$ cat src/design/watchdog_defs.vh
`ifndef WATCHDOG_DEFS_VH
`define WATCHDOG_DEFS_VH
// register offsets
`define OFS_WDT_CONTROL    4'h0
`define OFS_STATUS         4'h1
`define OFS_WAKE_MASK      4'h2
// watchdog_control fields
`define KEY_MSB            7
`define KEY_LSB            3
`define SEL_MSB            2
`define SEL_LSB            0
`define WDT_CONTROL_RST    8'h53
`define KEY_ENABLE_A       5'h0a
`define KEY_ENABLE_B       5'h15
// status fields and wake mask reset
`define ST_PDF_BIT         0
`define ST_EXPIRED_BIT     1
`define ST_SOFTRST_BIT     2
`define ST_FASTOK_BIT      3
`define ST_SLOWOK_BIT      4
`define WAKE_MASK_RST      8'h00
// watchdog count
`define WDT_CNT_W          18
`define WDT_CNT_ONES       18'h3ffff
`define WDT_SHIFT_MAX      5'd18
`define SHIFT_CODE0        5'd8
`define SHIFT_CODE1        5'd10
`define SHIFT_CODE2        5'd12
`define SHIFT_CODE3        5'd14
`define SHIFT_CODE4        5'd15
`define SHIFT_CODE5        5'd16
`define SHIFT_CODE6        5'd17
`define SHIFT_CODE7        5'd18
// debounce and start-up, counted in oscillator edges
`define DBN_EDGES          2'd3
`define FAST_STARTUP       11'd16
`define XTAL_STARTUP       11'd1024
// wake action codes
`define ACT_NONE           2'd0
`define ACT_RESUME         2'd1
`define ACT_INT            2'd2
`define ACT_PCSP           2'd3
`endif

$ cat src/design/watchdog_and_wakeup.v
// Notes on behaviour
// - wake on port A, interrupt or overflow
// - overflow wake resets only PC and SP
// - power-down flag: set halt, clear clear-op
// - expired flag set on every time-out
// - per-pin port A wake enable mask
// - port A wake resumes after halt
// - masked or stack-full interrupt resumes after halt
// - enabled interrupt with free stack is serviced
// - request pending at halt cannot wake
// - sleep wake waits for fast oscillator stable
// - one start-up counter for both oscillators
// - sub-clock from slow RC or crystal
// - divide sub-clock by two-power eight to eighteen
// - period codes map to ratio table
// - control reloads default except on time-out
// - two key values enable the watchdog
// - other key resets after debounce
// - key reset sets soft reset flag
// - sleep stops watchdog, idle keeps counting
// - normal time-out resets chip, sets flag
// - count cleared by key reset, clear, halt
//
// The register offsets and the plain strobed port were decided locally.
`timescale 1ns/1ps
`include "watchdog_defs.vh"
module watchdog_and_wakeup #(
	parameter PA_W     = 8,
	parameter INT_W    = 4,
	parameter FIXED_RC = 0
) (
	// clock and reset
	input  wire             CLK,
	input  wire             RESET,
	// register port
	input  wire [3:0]       ADDR,
	input  wire [7:0]       WDATA,
	input  wire             WR,
	input  wire             RD,
	output reg  [7:0]       RDATA,
	// oscillator pins
	input  wire             SLOW_RC_CLK,
	input  wire             SLOW_XTAL_CLK,
	input  wire             FAST_RC_CLK,
	input  wire             SUB_SEL_XTAL,
	output wire             FAST_OSC_EN,
	// core events and state
	input  wire             HALT_OP,
	input  wire             WDT_CLEAR_OP,
	input  wire             IDLE_SEL,
	input  wire             FSYS_ON,
	input  wire [INT_W-1:0] INT_REQ,
	input  wire [INT_W-1:0] INT_EN,
	input  wire             STACK_FULL,
	// port A pins
	input  wire [PA_W-1:0]  PORT_A,
	// mode and wake outputs
	output wire             CPU_RUN,
	output wire             SLEEP_MODE,
	output wire             IDLE_MODE,
	output reg              WAKE_RESUME,
	output reg              WAKE_INT_SERVICE,
	output reg              PC_SP_RESET,
	output reg              CHIP_RESET,
	output reg  [2:0]       WAKE_SOURCE
);

	localparam ST_RUN   = 2'd0;
	localparam ST_SLEEP = 2'd1;
	localparam ST_IDLE  = 2'd2;
	localparam ST_WARM  = 2'd3;
	localparam [7:0] MASK_RST = `WAKE_MASK_RST;

	reg [1:0]             state_q;
	reg [1:0]             act_q;
	reg                   idle_fast_q;
	reg [7:0]             control_q;
	reg [PA_W-1:0]        wake_mask_q;
	reg                   pdf_q;
	reg                   expired_q;
	reg                   soft_flag_q;
	reg                   fast_ok_q;
	reg                   slow_ok_q;
	reg [`WDT_CNT_W-1:0]  wdt_cnt_q;
	reg [1:0]             dbn_q;
	reg [10:0]            osc_cnt_q;
	reg [INT_W-1:0]       int_arm_q;
	reg [2:0]             rc_s_q;
	reg [2:0]             xt_s_q;
	reg [2:0]             fr_s_q;
	reg [1:0]             sel_s_q;
	reg [PA_W-1:0]        pa_s1_q;
	reg [PA_W-1:0]        pa_s2_q;
	reg [PA_W-1:0]        pa_s3_q;

	// pin synchronisers, third stage only for edges
	always @(posedge CLK or posedge RESET) begin
		if (RESET) begin
			rc_s_q  <= 3'h0;
			xt_s_q  <= 3'h0;
			fr_s_q  <= 3'h0;
			sel_s_q <= 2'h0;
			// port A resets to its idle high level, so no false fall
			pa_s1_q <= {PA_W{1'b1}};
			pa_s2_q <= {PA_W{1'b1}};
			pa_s3_q <= {PA_W{1'b1}};
		end else begin
			rc_s_q  <= {rc_s_q[1:0], SLOW_RC_CLK};
			xt_s_q  <= {xt_s_q[1:0], SLOW_XTAL_CLK};
			fr_s_q  <= {fr_s_q[1:0], FAST_RC_CLK};
			sel_s_q <= {sel_s_q[0], SUB_SEL_XTAL};
			pa_s1_q <= PORT_A;
			pa_s2_q <= pa_s1_q;
			pa_s3_q <= pa_s2_q;
		end
	end

	wire rc_tick   = rc_s_q[1] & ~rc_s_q[2];
	wire xt_tick   = xt_s_q[1] & ~xt_s_q[2];
	wire fast_tick = fr_s_q[1] & ~fr_s_q[2];
	// the option pin is static; variants tie the source to the RC
	wire sub_xtal  = (FIXED_RC == 0) ? sel_s_q[1] : 1'b0;
	wire sub_tick  = sub_xtal ? xt_tick : rc_tick;

	// period select to ratio exponent
	function [4:0] ratio_shift;
		input [2:0] code;
		begin
			case (code)
			3'h0: ratio_shift = `SHIFT_CODE0;
			3'h1: ratio_shift = `SHIFT_CODE1;
			3'h2: ratio_shift = `SHIFT_CODE2;
			3'h3: ratio_shift = `SHIFT_CODE3;
			3'h4: ratio_shift = `SHIFT_CODE4;
			3'h5: ratio_shift = `SHIFT_CODE5;
			3'h6: ratio_shift = `SHIFT_CODE6;
			default: ratio_shift = `SHIFT_CODE7;
			endcase
		end
	endfunction

	wire [4:0]            wdt_shift = ratio_shift(control_q[`SEL_MSB:`SEL_LSB]);
	wire [4:0]            wdt_gap   = `WDT_SHIFT_MAX - wdt_shift;
	// the low n bits all set mark the last tick of a period
	wire [`WDT_CNT_W-1:0] wdt_term  = `WDT_CNT_ONES >> wdt_gap;
	wire [4:0]            key       = control_q[`KEY_MSB:`KEY_LSB];
	wire key_ok = (key == `KEY_ENABLE_A) || (key == `KEY_ENABLE_B);
	// the watchdog is stopped in sleep, so the count only moves here
	wire wdt_run = key_ok && ((state_q == ST_RUN) ||
		(state_q == ST_IDLE));
	wire wdt_ovf = wdt_run && sub_tick && (wdt_cnt_q == wdt_term);

	wire halt_go = HALT_OP && (state_q == ST_RUN);
	wire clr_go  = WDT_CLEAR_OP && (state_q == ST_RUN);
	wire soft_go = !key_ok && rc_tick &&
		(dbn_q == `DBN_EDGES - 2'd1);
	wire low_pwr = (state_q == ST_SLEEP) || (state_q == ST_IDLE);

	// wake sources, one cell per pin and per request bit
	genvar gi;
	wire [PA_W-1:0]       pa_hit;
	wire [INT_W-1:0]      int_live;
	generate
		for (gi = 0; gi < PA_W; gi = gi + 1) begin : g_pa_wake
			// falling edge seen after the sync, gated by its own bit
			assign pa_hit[gi] = pa_s3_q[gi] & ~pa_s2_q[gi] &
				wake_mask_q[gi];
		end
		for (gi = 0; gi < INT_W; gi = gi + 1) begin : g_int_wake
			// a request already high at halt stays disarmed
			assign int_live[gi] = INT_REQ[gi] & int_arm_q[gi];
		end
	endgenerate
	wire pa_fall  = |pa_hit;
	wire int_wake = |int_live;
	wire int_take = |(int_live & INT_EN) && !STACK_FULL;
	wire ovf_wake = wdt_ovf && low_pwr;
	wire wake     = low_pwr && (pa_fall || int_wake || ovf_wake);

	reg [1:0] act_d;
	always @* begin
		act_d = `ACT_RESUME;
		if (ovf_wake)
			act_d = `ACT_PCSP;
		else if (int_wake && int_take)
			act_d = `ACT_INT;
		else if (int_wake)
			act_d = `ACT_RESUME;
	end

	wire warm_done = (state_q == ST_WARM) && fast_tick &&
		(osc_cnt_q == `FAST_STARTUP - 11'd1);
	wire xt_done   = (state_q != ST_WARM) && !slow_ok_q && xt_tick &&
		(osc_cnt_q == `XTAL_STARTUP - 11'd1);

	// mode sequencing and wake actions
	always @(posedge CLK or posedge RESET) begin
		if (RESET) begin
			state_q          <= ST_WARM;
			act_q            <= `ACT_NONE;
			idle_fast_q      <= 1'b0;
			int_arm_q        <= {INT_W{1'b0}};
			WAKE_RESUME      <= 1'b0;
			WAKE_INT_SERVICE <= 1'b0;
			PC_SP_RESET      <= 1'b0;
			WAKE_SOURCE      <= 3'h0;
		end else begin
			WAKE_RESUME      <= 1'b0;
			WAKE_INT_SERVICE <= 1'b0;
			PC_SP_RESET      <= 1'b0;
			case (state_q)
			ST_RUN: begin
				if (halt_go) begin
					// snapshot requests: stale ones may not wake
					int_arm_q   <= ~INT_REQ;
					idle_fast_q <= FSYS_ON;
					state_q     <= IDLE_SEL ? ST_IDLE : ST_SLEEP;
				end
			end
			ST_SLEEP, ST_IDLE: begin
				if (wake) begin
					WAKE_SOURCE <= {ovf_wake, int_wake, pa_fall};
					if (state_q == ST_IDLE && idle_fast_q) begin
						// fast clock kept running, no start-up wait
						state_q          <= ST_RUN;
						WAKE_RESUME      <= (act_d == `ACT_RESUME);
						WAKE_INT_SERVICE <= (act_d == `ACT_INT);
						PC_SP_RESET      <= (act_d == `ACT_PCSP);
					end else begin
						state_q <= ST_WARM;
						act_q   <= act_d;
					end
				end
			end
			ST_WARM: begin
				// the action is held until the core may run again
				if (warm_done) begin
					state_q          <= ST_RUN;
					act_q            <= `ACT_NONE;
					WAKE_RESUME      <= (act_q == `ACT_RESUME);
					WAKE_INT_SERVICE <= (act_q == `ACT_INT);
					PC_SP_RESET      <= (act_q == `ACT_PCSP);
				end
			end
			default: state_q <= ST_RUN;
			endcase
		end
	end

	// shared start-up counter: fast osc in warm-up, crystal otherwise
	always @(posedge CLK or posedge RESET) begin
		if (RESET) begin
			osc_cnt_q <= 11'h0;
			fast_ok_q <= 1'b0;
			slow_ok_q <= 1'b0;
		end else begin
			if (halt_go && !(IDLE_SEL && FSYS_ON)) begin
				osc_cnt_q <= 11'h0;
				fast_ok_q <= 1'b0;
			end else if (state_q == ST_WARM) begin
				if (warm_done) begin
					osc_cnt_q <= 11'h0;
					fast_ok_q <= 1'b1;
				end else if (fast_tick) begin
					osc_cnt_q <= osc_cnt_q + 11'd1;
				end
			end else if (!slow_ok_q) begin
				if (!sub_xtal) begin
					slow_ok_q <= 1'b1;
				end else if (xt_done) begin
					slow_ok_q <= 1'b1;
					osc_cnt_q <= 11'h0;
				end else if (xt_tick && low_pwr == 1'b0) begin
					// crystal count pauses while the core is halted
					osc_cnt_q <= osc_cnt_q + 11'd1;
				end
			end
		end
	end

	// a time-out in run resets the chip; in low power it only wakes
	wire run_timeout = wdt_ovf && !low_pwr;

	// watchdog count and key debounce
	always @(posedge CLK or posedge RESET) begin
		if (RESET) begin
			wdt_cnt_q  <= {`WDT_CNT_W{1'b0}};
			dbn_q      <= 2'h0;
			CHIP_RESET <= 1'b0;
		end else begin
			CHIP_RESET <= soft_go || run_timeout;
			if (soft_go || clr_go || halt_go || wdt_ovf)
				wdt_cnt_q <= {`WDT_CNT_W{1'b0}};
			else if (wdt_run && sub_tick)
				wdt_cnt_q <= wdt_cnt_q + 18'd1;
			// a valid key restarts the debounce from zero
			if (key_ok || soft_go)
				dbn_q <= 2'h0;
			else if (rc_tick)
				dbn_q <= dbn_q + 2'd1;
		end
	end

	wire wr_ctl  = WR && (ADDR == `OFS_WDT_CONTROL);
	wire wr_stat = WR && (ADDR == `OFS_STATUS);
	wire wr_mask = WR && (ADDR == `OFS_WAKE_MASK);

	// registers and flags; a hardware set beats a clear
	always @(posedge CLK or posedge RESET) begin
		if (RESET) begin
			control_q   <= `WDT_CONTROL_RST;
			wake_mask_q <= MASK_RST[PA_W-1:0];
			pdf_q       <= 1'b0;
			expired_q   <= 1'b0;
			soft_flag_q <= 1'b0;
		end else begin
			// a time-out warm reset leaves the control untouched
			if (soft_go)
				control_q <= `WDT_CONTROL_RST;
			else if (wr_ctl)
				control_q <= WDATA;
			if (wr_mask)
				wake_mask_q <= WDATA[PA_W-1:0];
			if (clr_go)
				pdf_q <= 1'b0;
			if (halt_go)
				pdf_q <= 1'b1;
			if (clr_go || halt_go)
				expired_q <= 1'b0;
			if (wdt_ovf)
				expired_q <= 1'b1;
			// software may only clear the soft reset flag
			if (wr_stat && !WDATA[`ST_SOFTRST_BIT])
				soft_flag_q <= 1'b0;
			if (soft_go)
				soft_flag_q <= 1'b1;
		end
	end

	// read data one cycle after the strobe
	reg [7:0] rd_d;
	always @* begin
		rd_d = 8'h00;
		case (ADDR)
		`OFS_WDT_CONTROL: rd_d = control_q;
		`OFS_STATUS: begin
			rd_d[`ST_PDF_BIT]     = pdf_q;
			rd_d[`ST_EXPIRED_BIT] = expired_q;
			rd_d[`ST_SOFTRST_BIT] = soft_flag_q;
			rd_d[`ST_FASTOK_BIT]  = fast_ok_q;
			rd_d[`ST_SLOWOK_BIT]  = slow_ok_q;
		end
		`OFS_WAKE_MASK: rd_d[PA_W-1:0] = wake_mask_q;
		default: rd_d = 8'h00;
		endcase
	end

	// zero outside the answer cycle, so read buses can be ored
	always @(posedge CLK or posedge RESET) begin
		if (RESET)
			RDATA <= 8'h00;
		else if (RD)
			RDATA <= rd_d;
		else
			RDATA <= 8'h00;
	end

	assign CPU_RUN     = (state_q == ST_RUN);
	assign SLEEP_MODE  = (state_q == ST_SLEEP);
	assign IDLE_MODE   = (state_q == ST_IDLE);
	// idle with fsys on keeps the fast oscillator alive
	assign FAST_OSC_EN = !(SLEEP_MODE || (IDLE_MODE && !idle_fast_q));

endmodule // watchdog_and_wakeup

$ cat config.mk
export PLATFORM = sky130hd
export DESIGN_NAME = watchdog_and_wakeup
export DESIGN_NICKNAME = d
export VERILOG_FILES = /design/src/design/watchdog_and_wakeup.v
export VERILOG_INCLUDE_DIRS = /design/src /design/src/design
export SDC_FILE = /design/constraint.sdc
export NUM_CORES = 1
export LEC_CHECK = 0
export BUFFER_PORTS_ARGS = -buffer_cell sky130_fd_sc_hd__buf_2
export CAP_MARGIN = 20
export CORE_ASPECT_RATIO = 0.7
export CORE_MARGIN = 3
export CORE_UTILIZATION = 45
export DETAILED_ROUTE_END_ITERATION = 10
export GPL_ROUTABILITY_DRIVEN = 0
export PLACE_DENSITY = 0.67
export SLEW_MARGIN = 30
export SYNTH_ARGS = -nofsm -noshare
export SYNTH_HDL_FRONTEND = slang
export SYNTH_SLANG_ARGS = --single-unit
export TNS_END_PERCENT = 50
$ cat constraint.sdc
create_clock -name CLK -period 9.7 [get_ports CLK]
set_input_delay 1.94 -clock CLK [delete_from_list [all_inputs] [get_ports CLK]]
set_output_delay 1.94 -clock CLK [all_outputs]
set_load 0.1 [all_outputs]
==> results of run 1 <==
-- flip-flops by register name, indices dropped and copies added, names as in the netlist, 2 cells and up --
| name | cells |
|---|---|
| wdt_cnt_q | 18 |
| osc_cnt_q | 11 |
| RDATA | 8 |
| control_q | 8 |
| pa_s1_q | 8 |
| pa_s2_q | 8 |
| pa_s3_q | 8 |
| wake_mask_q | 8 |
| int_arm_q | 4 |
| WAKE_SOURCE | 3 |
| fr_s_q | 3 |
| rc_s_q | 3 |
| xt_s_q | 3 |
| act_q | 2 |
| dbn_q | 2 |
| sel_s_q | 2 |
| state_q | 2 |
-- layout by cell type, fill, tap and decap left out, drive strengths merged, types with 2 or more instances in the layout --
cell | Yosys | routed
nand3 | 14 | 14
nor3b | 4 | 4
nor2 | 52 | 52
o2bb2ai | 7 | 7
mux2 | 12 | 12
a21o | 3 | 3
and4 | 2 | 2
nand2 | 48 | 48
a22o | 2 | 2
dfstp | 30 | 30
o21ai | 23 | 23
dfrtp | 81 | 81
nand2b | 11 | 11
mux2i | 18 | 18
inv | 10 | 14
xor2 | 10 | 10
xnor2 | 9 | 9
nor2b | 6 | 6
clkinv | 0 | 2
ha | 8 | 8
a31oi | 4 | 4
nor3 | 16 | 16
or3 | 2 | 2
a211o | 2 | 2
or2 | 3 | 3
nand4 | 11 | 11
nand3b | 6 | 6
buf | 5 | 60
o31ai | 3 | 3
a21oi | 15 | 15
clkbuf | 8 | 9
and3 | 6 | 6
a2111oi | 3 | 3
o21a | 2 | 2
o22ai | 6 | 6
and2 | 2 | 2
o211ai | 2 | 2
a211oi | 3 | 3
-- kinds of logic (layout without fill, tap and decap cells) --
| family | Yosys count | count (layout) | share of synthesized area, % |
|---|---|---|---|
| compound gates | 82 | 82 | 11.0 |
| fa+ha+maj | 8 | 8 | 2.00 |
| buf+inv | 23 | 85 | 1.87 |
| mux | 30 | 30 | 6.37 |
| flops | 111 | 111 | 56.2 |
| simple gates | 190 | 190 | 19.3 |
| xor+xnor | 19 | 19 | 3.32 |
-- through the flow --
| step | std cells | util [%] | hold WS, ps | instance area (um2) |
|---|---|---|---|---|
| 3_3_place_gp | 658 | 51.4 | 333 | 5440 |
| 4_1_cts | 673 | 54.1 | 358 | 5730 |
| 6_report | 673 | 54.1 | 352 | 5730 |
| 5_1_grt | 673 | 54.1 | 361 | 5730 |
| 3_5_place_dp | 658 | 51.4 | 341 | 5440 |
| 2_1_floorplan | 463 | - | 331 | 5010 |
-- final cells by class --
type	count	area, um2	area share [%]
Tap cell	148	185	3.23
Timing Repair Buffer	60	303	5.28
Inverter	10	40.0	0.699
Multi-Input combinational cell	329	2100	36.6
Clock inverter	6	62.6	1.09
Sequential cell	111	2820	49.1
Clock buffer	9	225	3.93
-- where the power goes --
| group | switching, mW | total (mW) | internal, mW |
|---|---|---|---|
| Clock | 0.179 | 0.360 | 0.180 |
| Sequential | 0.0713 | 0.620 | 0.549 |
| Combinational | 0.346 | 0.508 | 0.162 |
| Total | 0.597 | 1.49 | 0.891 |
-- metal layers --
metal	vias to the layer above	part of all wire, %	track usage [%]
met2	124	42	26.6
met1	1770	50	27.9
met5	-	0	0
met3	9	7.1	5.25
met4	0	1.2	5.86
li1	1766	-	-
-- final timing paths --
path | end | cells after the start | startpoint | slack (ps)
max | FAST_OSC_EN | 6 | state_q[0]$_DFFE_PP1P_ | 5810
min | rc_s_q[1]$_DFF_PP0_ | 0 | rc_s_q[0]$_DFF_PP0_ | 350
max reg2reg | state_q[1]$_DFFE_PP1P_ | 8 | state_q[0]$_DFFE_PP1P_ | 6840
min reg2reg | rc_s_q[1]$_DFF_PP0_ | 0 | rc_s_q[0]$_DFF_PP0_ | 350
max in group asynchronous | osc_cnt_q[3]$_DFFE_PP0P_ | 3 | RESET | 6820
min in group asynchronous | wake_mask_q[6]$_DFFE_PP0P_ | 2 | RESET | 1630
==> flow_metrics.py, run 1 <==
metrics = {
    "run_status": {
        "status": "finished clean",
    },
    "yosys": {
        "syn-instance-count": 463,
        "seq_area_frac_synth_pct": 56.2,
        "ys_ff_latch": 111,
        "yosys_warnings": 0,
        "synth-edff-count": 0,
        "synth_area_per_cell_um2": 10.8,
        "synth.area.top_cells": "dfrtp_1 40%, dfstp_2 16%, nor2_1 3.9%",
        "yosys-top-cells-count": "81 x dfrtp_1, 52 x nor2_1, 48 x nand2_1",
        "yosysMostFrequentCell": "dfrtp_1",
        "synth_area_um2": 5010,
        "async_flop_share_pct": 100,
        "yosys.area.top_type": "dfrtp_1",
        "synth.top_cell.area_share_pct": 40.5,
        "syn-num-nets": 512,
        "synth_cell_types": 59,
        "synthFlopType": "dfrtp_1",
    },
    "place": {
        "post-place-ws_ps": 6200,
        "dpl.hpwl_mm": 8.15,
        "portBuffers": 59,
    },
    "timing": {
        "hold_viol": 0,
        "fmax_mhz": 257,
        "fin_ws_ps": 5810,
        "tightest_slew_ps": 821,
        "maxSlewHeadroom_pct": 45.0,
        "final.setup.tns_ps": 0,
        "finalSetupViolCount": 0,
        "min_period_ps": 3890,
        "slew_viol_final": 0,
        "rsz0062_at_grt": "false",
        "fin_skew_ps": 13.8,
        "fin_crit_sh_pct": 40.1,
    },
    "power": {
        "vdd_drop_max_mv": 0.242,
        "p_leak_nw": 2.55,
        "p_per_area_nw_per_um2": 260,
        "p_total_mw": 1.49,
    },
    "clock_network": {
        "postCtsHoldBufs": 0,
        "cts_tree": "built",
        "ctsLongestPathBuffers": 2,
        "ctsResizeCount": 0,
        "clockRootBuffer": "clkbuf_16",
        "clkSlewWorstSetupHoldPaths_ps": 70,
        "numCtsBuffers": 9,
        "cts_sinks": 111,
        "clock_latency_ps": 360,
        "cts_setup_buffers": 0,
        "cts-htree-levels": 3,
    },
    "worst_setup_path": {
        "crit_family": "buffers and inverters",
        "crit_slowest_cell": "dfstp_2",
        "crit_fanout": 5,
        "crit_buf_inv": 3,
        "end_kind": "output port",
        "critPathKind": "reg2out",
        "path_cells": "inv_1, ha_1, inv_1, nor2_1, nor2_1, buf_2",
        "cp.arrival_ps": 1950,
        "start_kind": "flop",
        "crit_required_ps": 7760,
        "cp_slowest_stage_delay_ps": 580,
    },
    "global_route": {
        "antenna_found_initial": 0,
        "grt_use_total_pct": 18.8,
        "grt_pass1_wl_mm": 18.4,
        "grt_max_degree": 67,
        "grt_overflow": 0,
        "grt_pass1_vias": 3529,
    },
    "floorplan": {
        "rows": 31,
        "die_h_um": 94.3,
        "dieArea_um2": 12500,
        "initial_core_util_pct": 47.3,
        "dieWidth_um": 132,
        "pin_count": 60,
        "fp.coreArea_um2": 10600,
    },
    "route": {
        "drt_iter0_markers": 323,
        "routed_via_density": 5.45,
        "wl_per_cell_um": 16.4,
        "drt_pass1_iterations": 6,
        "drc": 0,
        "routed_wirelength_mm": 11.1,
        "vias": 3669,
        "ant_nets": 0,
    },
    "final_layout": {
        "diodes": 0,
        "syn2layout_area_growth_pct": 14.4,
        "drive_gt1_share_pct": 24.8,
        "fill_cells": 954,
        "nets": 570,
    },
    "run": {
        "cap_violations": 0,
    },
    "worst_hold_path": {
        "min_path_type": "reg2reg",
    },
}
No activity file was read; power rests on OpenSTA's default activity.
==> run 2: changes to the inputs <==
==> constraint.sdc (replaced) <==
create_clock -name CLK -period 4 [get_ports CLK]
set_input_delay 0.8 -clock CLK [delete_from_list [all_inputs] [get_ports CLK]]
set_output_delay 0.8 -clock CLK [all_outputs]
set_load 0.1 [all_outputs]
==> flow_metrics.py, run 2 (synthesis gave the netlist of run 1 again) <==
metrics = {
    "worst_setup_path": {
        "cp.arrival_ps": 1990,
        "crit_fanout": 5,
        "end_kind": "output port",
        "rr_worst_depth": 6,
        "cp-startpoint": "state_q[0]$_DFFE_PP1P_",
        "start_kind": "flop",
        "worstSetupEndpoint": "FAST_OSC_EN",
        "r2r_slack_ps": 1260,
        "critPathKind": "reg2out",
        "worstReg2RegStart": "control_q[4]$_DFFE_PP1P_",
        "reg2reg_to": "act_q[1]$_DFFE_PP0P_",
        "crit_required_ps": 3200,
    },
    "timing": {
        "tightest_slew_ps": 862,
        "finalSetupViolCount": 0,
        "min_period_ps": 2790,
        "fin_crit_sh_pct": 69.6,
        "hold_viol": 0,
        "final.setup.tns_ps": 0,
        "slew_viol_final": 0,
        "fin_ws_ps": 1210,
        "rsz0062_at_grt": "false",
        "fmax_mhz": 359,
        "maxSlewHeadroom_pct": 42.2,
        "fin_skew_ps": 10.0,
    },
    "global_route": {
        "grt_pass1_vias": 3491,
        "grt_overflow": 0,
        "top_usage_layer": "met1",
        "use_met1_pct": 29.2,
        "antenna_found_initial": 0,
        "use_met2_pct": 24.6,
        "grt_use_total_pct": 18.4,
        "use_met3_pct": 4.55,
        "grt_pass1_wl_mm": 18.0,
        "grt_max_degree": 65,
    },
    "clock_network": {
        "numCtsBuffers": 9,
        "clkSlewWorstSetupHoldPaths_ps": 80,
        "cts_tree": "built",
        "cts_setup_buffers": 0,
        "clockRootBuffer": "clkbuf_16",
        "ctsResizeCount": 0,
        "ctsLongestPathBuffers": 2,
        "postCtsHoldBufs": 0,
        "clock_latency_ps": 360,
        "cts_sinks": 111,
        "cts-htree-levels": 3,
    },
    "floorplan": {
        "fp.coreArea_um2": 10600,
        "rows": 31,
        "initial_core_util_pct": 47.3,
        "dieArea_um2": 12500,
        "dieWidth_um": 132,
        "die_h_um": 94.3,
        "pin_count": 60,
    },
    "power": {
        "clock_power_share_pct": 24.8,
        "swShare_pct": 39.9,
        "p_per_area_nw_per_um2": 631,
        "p_leak_nw": 2.56,
        "pwr-share-comb_pct": 33.9,
        "switchingPower_mw": 1.45,
        "p_int_mw": 2.19,
        "vdd_drop_max_mv": 0.521,
        "power_frac_seq_pct": 41.2,
    },
    "place": {
        "post-place-ws_ps": 1290,
        "place_area_um2": 5450,
        "dpl.hpwl_mm": 8.24,
        "portBuffers": 59,
        "dp.cells": 659,
    },
    "run": {
        "cap_violations": 0,
    },
    "final_layout": {
        "final_cells": 675,
        "syn2layout_area_growth_pct": 14.9,
        "fill_cells": 942,
        "largest_reg_flops": 18,
        "final_cell_mix": "81 x dfrtp_1, 59 x buf_2, 52 x nor2_1",
        "layout_commonest_cell": "dfrtp_1",
        "design_area_um2": 5760,
        "regMostFlops": "wdt_cnt_q",
        "diodes": 0,
        "nets": 571,
        "top_regs": "wdt_cnt_q: 18 flops, osc_cnt_q: 11 flops",
        "drive_gt1_share_pct": 25.0,
        "utilization_pct": 54.4,
    },
    "worst_hold_path": {
        "min_path_type": "reg2reg",
    },
    "route": {
        "drc": 0,
        "ant_nets": 0,
        "drt_iter0_markers": 310,
        "drt_pass1_iterations": 5,
        "wl_per_cell_um": 16.3,
        "routed_wirelength_mm": 11.0,
        "routed_via_density": 5.40,
        "vias": 3643,
    },
    "run_status": {
        "status": "finished clean",
    },
}
## run 2: cell count changes in the layout (fill, tap and decap cells not counted)
cell	change
clkbuf_8	+1
inv_6	+1
clkinv_4	-1
inv_8	-1
buf_4	+1
clkinv_8	+1
## run 2: worst min path at each step
stage / start / to / depth (start not counted)
6_report: fr_s_q[0]$_DFF_PP0_ / fr_s_q[1]$_DFF_PP0_ / 0
5_1_grt: pa_s1_q[5]$_DFF_PP1_ / pa_s2_q[5]$_DFF_PP1_ / 0
3_5_place_dp: fr_s_q[0]$_DFF_PP0_ / fr_s_q[1]$_DFF_PP0_ / 0
3_3_place_gp: fr_s_q[0]$_DFF_PP0_ / fr_s_q[1]$_DFF_PP0_ / 0
2_1_floorplan: fr_s_q[0]$_DFF_PP0_ / fr_s_q[1]$_DFF_PP0_ / 0
4_1_cts: fr_s_q[0]$_DFF_PP0_ / fr_s_q[1]$_DFF_PP0_ / 0
## run 2: final cells by class
cell class,instances,area [um2],area share [%]
Clock buffer,10,239,4.15
Clock inverter,6,67.6,1.17
Inverter,10,40.0,0.696
Multi-Input combinational cell,329,2100,36.5
Sequential cell,111,2820,48.9
Tap cell,148,185,3.22
Timing Repair Buffer,61,310,5.39
## run 2: power groups by stage
stage / clock, mW / combinational, mW / sequential [mW]
CTS: 0.925 / 1.23 / 1.50
floorplan: 0 / 0.898 / 1.57
global route: 0.967 / 1.35 / 1.52
global placement: 0 / 1.20 / 1.50
finish: 0.903 / 1.23 / 1.50
detailed placement: 0 / 1.23 / 1.52
## run 2: critical path, stage by stage (launching register included)
cell and delay (ps):
dfstp_2 580, inv_1 100, ha_1 280, inv_1 90, nor2_1 60, nor2_1 90
buf_2 430
## run 2: through the flow
step | hold slack, ps | total power [mW]
after CTS | 356 | 3.65
after global routing | 362 | 3.84
final | 353 | 3.63
after floorplan | 331 | 2.47
after global placement | 337 | 2.70
after detailed placement | 336 | 2.74
## run 2: per-layer routing
layer	vias up	wire [um]
li1	1764	-
met1	1767	5980
met2	105	4370
met3	7	561
met4	0	103
met5	-	0
==> run 3: changes to the inputs <==
==> constraint.sdc (replaced) <==
create_clock -name CLK -period 2.8 [get_ports CLK]
set_input_delay 0.56 -clock CLK [delete_from_list [all_inputs] [get_ports CLK]]
set_output_delay 0.56 -clock CLK [all_outputs]
set_load 0.1 [all_outputs]
==> flow_metrics.py, run 3 (synthesis gave the netlist of run 1 again) <==
metrics = {
    "power": {
        "p_per_area_nw_per_um2": 882,
        "vdd_drop_max_mv": 0.756,
        "p_leak_nw": 2.59,
    },
    "clock_network": {
        "postCtsHoldBufs": 0,
        "clkSlewWorstSetupHoldPaths_ps": 70,
        "cts-htree-levels": 3,
        "cts_tree": "built",
        "clock_latency_ps": 350,
        "numCtsBuffers": 9,
        "ctsResizeCount": 0,
        "cts_setup_buffers": 0,
        "ctsLongestPathBuffers": 2,
        "cts_sinks": 111,
        "clockRootBuffer": "clkbuf_16",
    },
    "worst_setup_path": {
        "cp_slowest_stage_delay_ps": 580,
        "crit_buf_inv": 3,
        "crit_slowest_cell": "dfstp_2",
        "cp.arrival_ps": 1970,
        "crit_required_ps": 2240,
        "end_kind": "output port",
        "crit_family": "buffers and inverters",
        "path_cells": "inv_1, ha_1, inv_1, nor2_1, nor2_1, buf_2",
        "start_kind": "flop",
        "critPathKind": "reg2out",
        "crit_fanout": 5,
    },
    "final_layout": {
        "layout_commonest_cell": "dfrtp_1",
        "multi_input_area_um2": 2100,
        "nets": 578,
        "drive_gt1_share_pct": 25.8,
        "syn2layout_area_growth_pct": 16.2,
        "diodes": 0,
        "largest_reg_flops": 18,
        "top_regs": "wdt_cnt_q: 18 flops, osc_cnt_q: 11 flops",
        "final_cell_mix": "81 x dfrtp_1, 59 x buf_2, 52 x nor2_1",
        "fill_cells": 896,
        "utilization_pct": 54.9,
        "seqCellArea_um2": 2820,
        "final_cells": 682,
        "regMostFlops": "wdt_cnt_q",
    },
    "timing": {
        "rsz0062_at_grt": "false",
        "slew_viol_final": 0,
        "fin_ws_ps": 269,
        "hold_viol": 0,
        "tightest_slew_ps": 567,
        "finalSetupViolCount": 0,
        "fin_crit_sh_pct": 90.4,
        "fin_skew_ps": 6.60,
        "final.setup.tns_ps": 0,
        "whs_ps": 262,
        "maxSlewHeadroom_pct": 62.1,
        "min_period_ps": 2530,
        "fmax_mhz": 395,
    },
    "floorplan": {
        "dieArea_um2": 12500,
        "die_h_um": 94.3,
        "fp.coreArea_um2": 10600,
        "rows": 31,
        "initial_core_util_pct": 47.3,
        "dieWidth_um": 132,
        "pin_count": 60,
    },
    "route": {
        "drc": 0,
        "ant_nets": 0,
        "drt_iter0_markers": 181,
        "drt_pass1_iterations": 4,
        "wl_per_cell_um": 15.4,
        "vias": 3613,
        "routed_wirelength_mm": 10.5,
        "routed_via_density": 5.30,
    },
    "place": {
        "dp.cells": 666,
        "portBuffers": 59,
        "dpl.hpwl_mm": 7.68,
        "post-place-ws_ps": 318,
    },
    "worst_hold_path": {
        "min_path_type": "in2async",
    },
    "global_route": {
        "use_met2_pct": 27.7,
        "use_met3_pct": 4.39,
        "top_usage_layer": "met2",
        "grt_use_total_pct": 18.1,
        "grt_overflow": 0,
        "antenna_found_initial": 0,
        "grt_max_degree": 49,
        "use_met1_pct": 25.7,
        "grt_pass1_vias": 3670,
        "grt_pass1_wl_mm": 17.9,
    },
    "run_status": {
        "status": "finished clean",
    },
    "run": {
        "cap_violations": 0,
    },
}
## run 3: cell types whose count changed in the layout (fill, tap and decap cells not counted), moves of 2 or more
cell | previous run | this run
buf_4 | 2 | 7
inv_6 | 4 | 2
clkinv_8 | 2 | 0
inv_8 | 0 | 3
buf_12 | 0 | 2
## run 3: worst paths after layout
check / endpoint / depth (start not counted) / from / slack (ps)
setup / recovery: FAST_OSC_EN / 6 / state_q[0]$_DFFE_PP1P_ / 270
hold / removal: wdt_cnt_q[15]$_DFFE_PP0P_ / 2 / RESET / 260
setup reg to reg: act_q[1]$_DFFE_PP0P_ / 6 / control_q[4]$_DFFE_PP1P_ / 290
hold reg to reg: pa_s2_q[5]$_DFF_PP1_ / 0 / pa_s1_q[5]$_DFF_PP1_ / 360
max in group asynchronous: pa_s3_q[3]$_DFF_PP1_ / 3 / RESET / 1880
min in group CLK: pa_s1_q[1]$_DFF_PP1_ / 1 / PORT_A[1] / 300
## run 3: layout make-up
cell class	count	share of cell area (%)
inverter	10	0.710
tap	148	3.18
clock buffer	10	3.94
multi-input combinational	329	36.1
sequential	111	48.4
clock inverter	6	1.03
timing repair buffer	68	6.67
## run 3: stage by stage
step	power [mW]	instance area (um2)
5_1_grt	5.44	5820
4_1_cts	5.17	5820
3_5_place_dp	3.90	5530
3_3_place_gp	3.85	5530
6_report	5.13	5820
2_1_floorplan	3.52	5010
## run 3: routing by layer
layer	wire length, um	share of wire (%)
met2	4620	44
met3	492	4.7
met1	5330	51
met4	84	0.80
met5	0	0
## run 3: power breakdown
part | switching [mW] | total (mW) | internal [mW]
Clock | 0.624 | 1.26 | 0.632
Sequential | 0.246 | 2.15 | 1.90
Combinational | 1.16 | 1.73 | 0.574
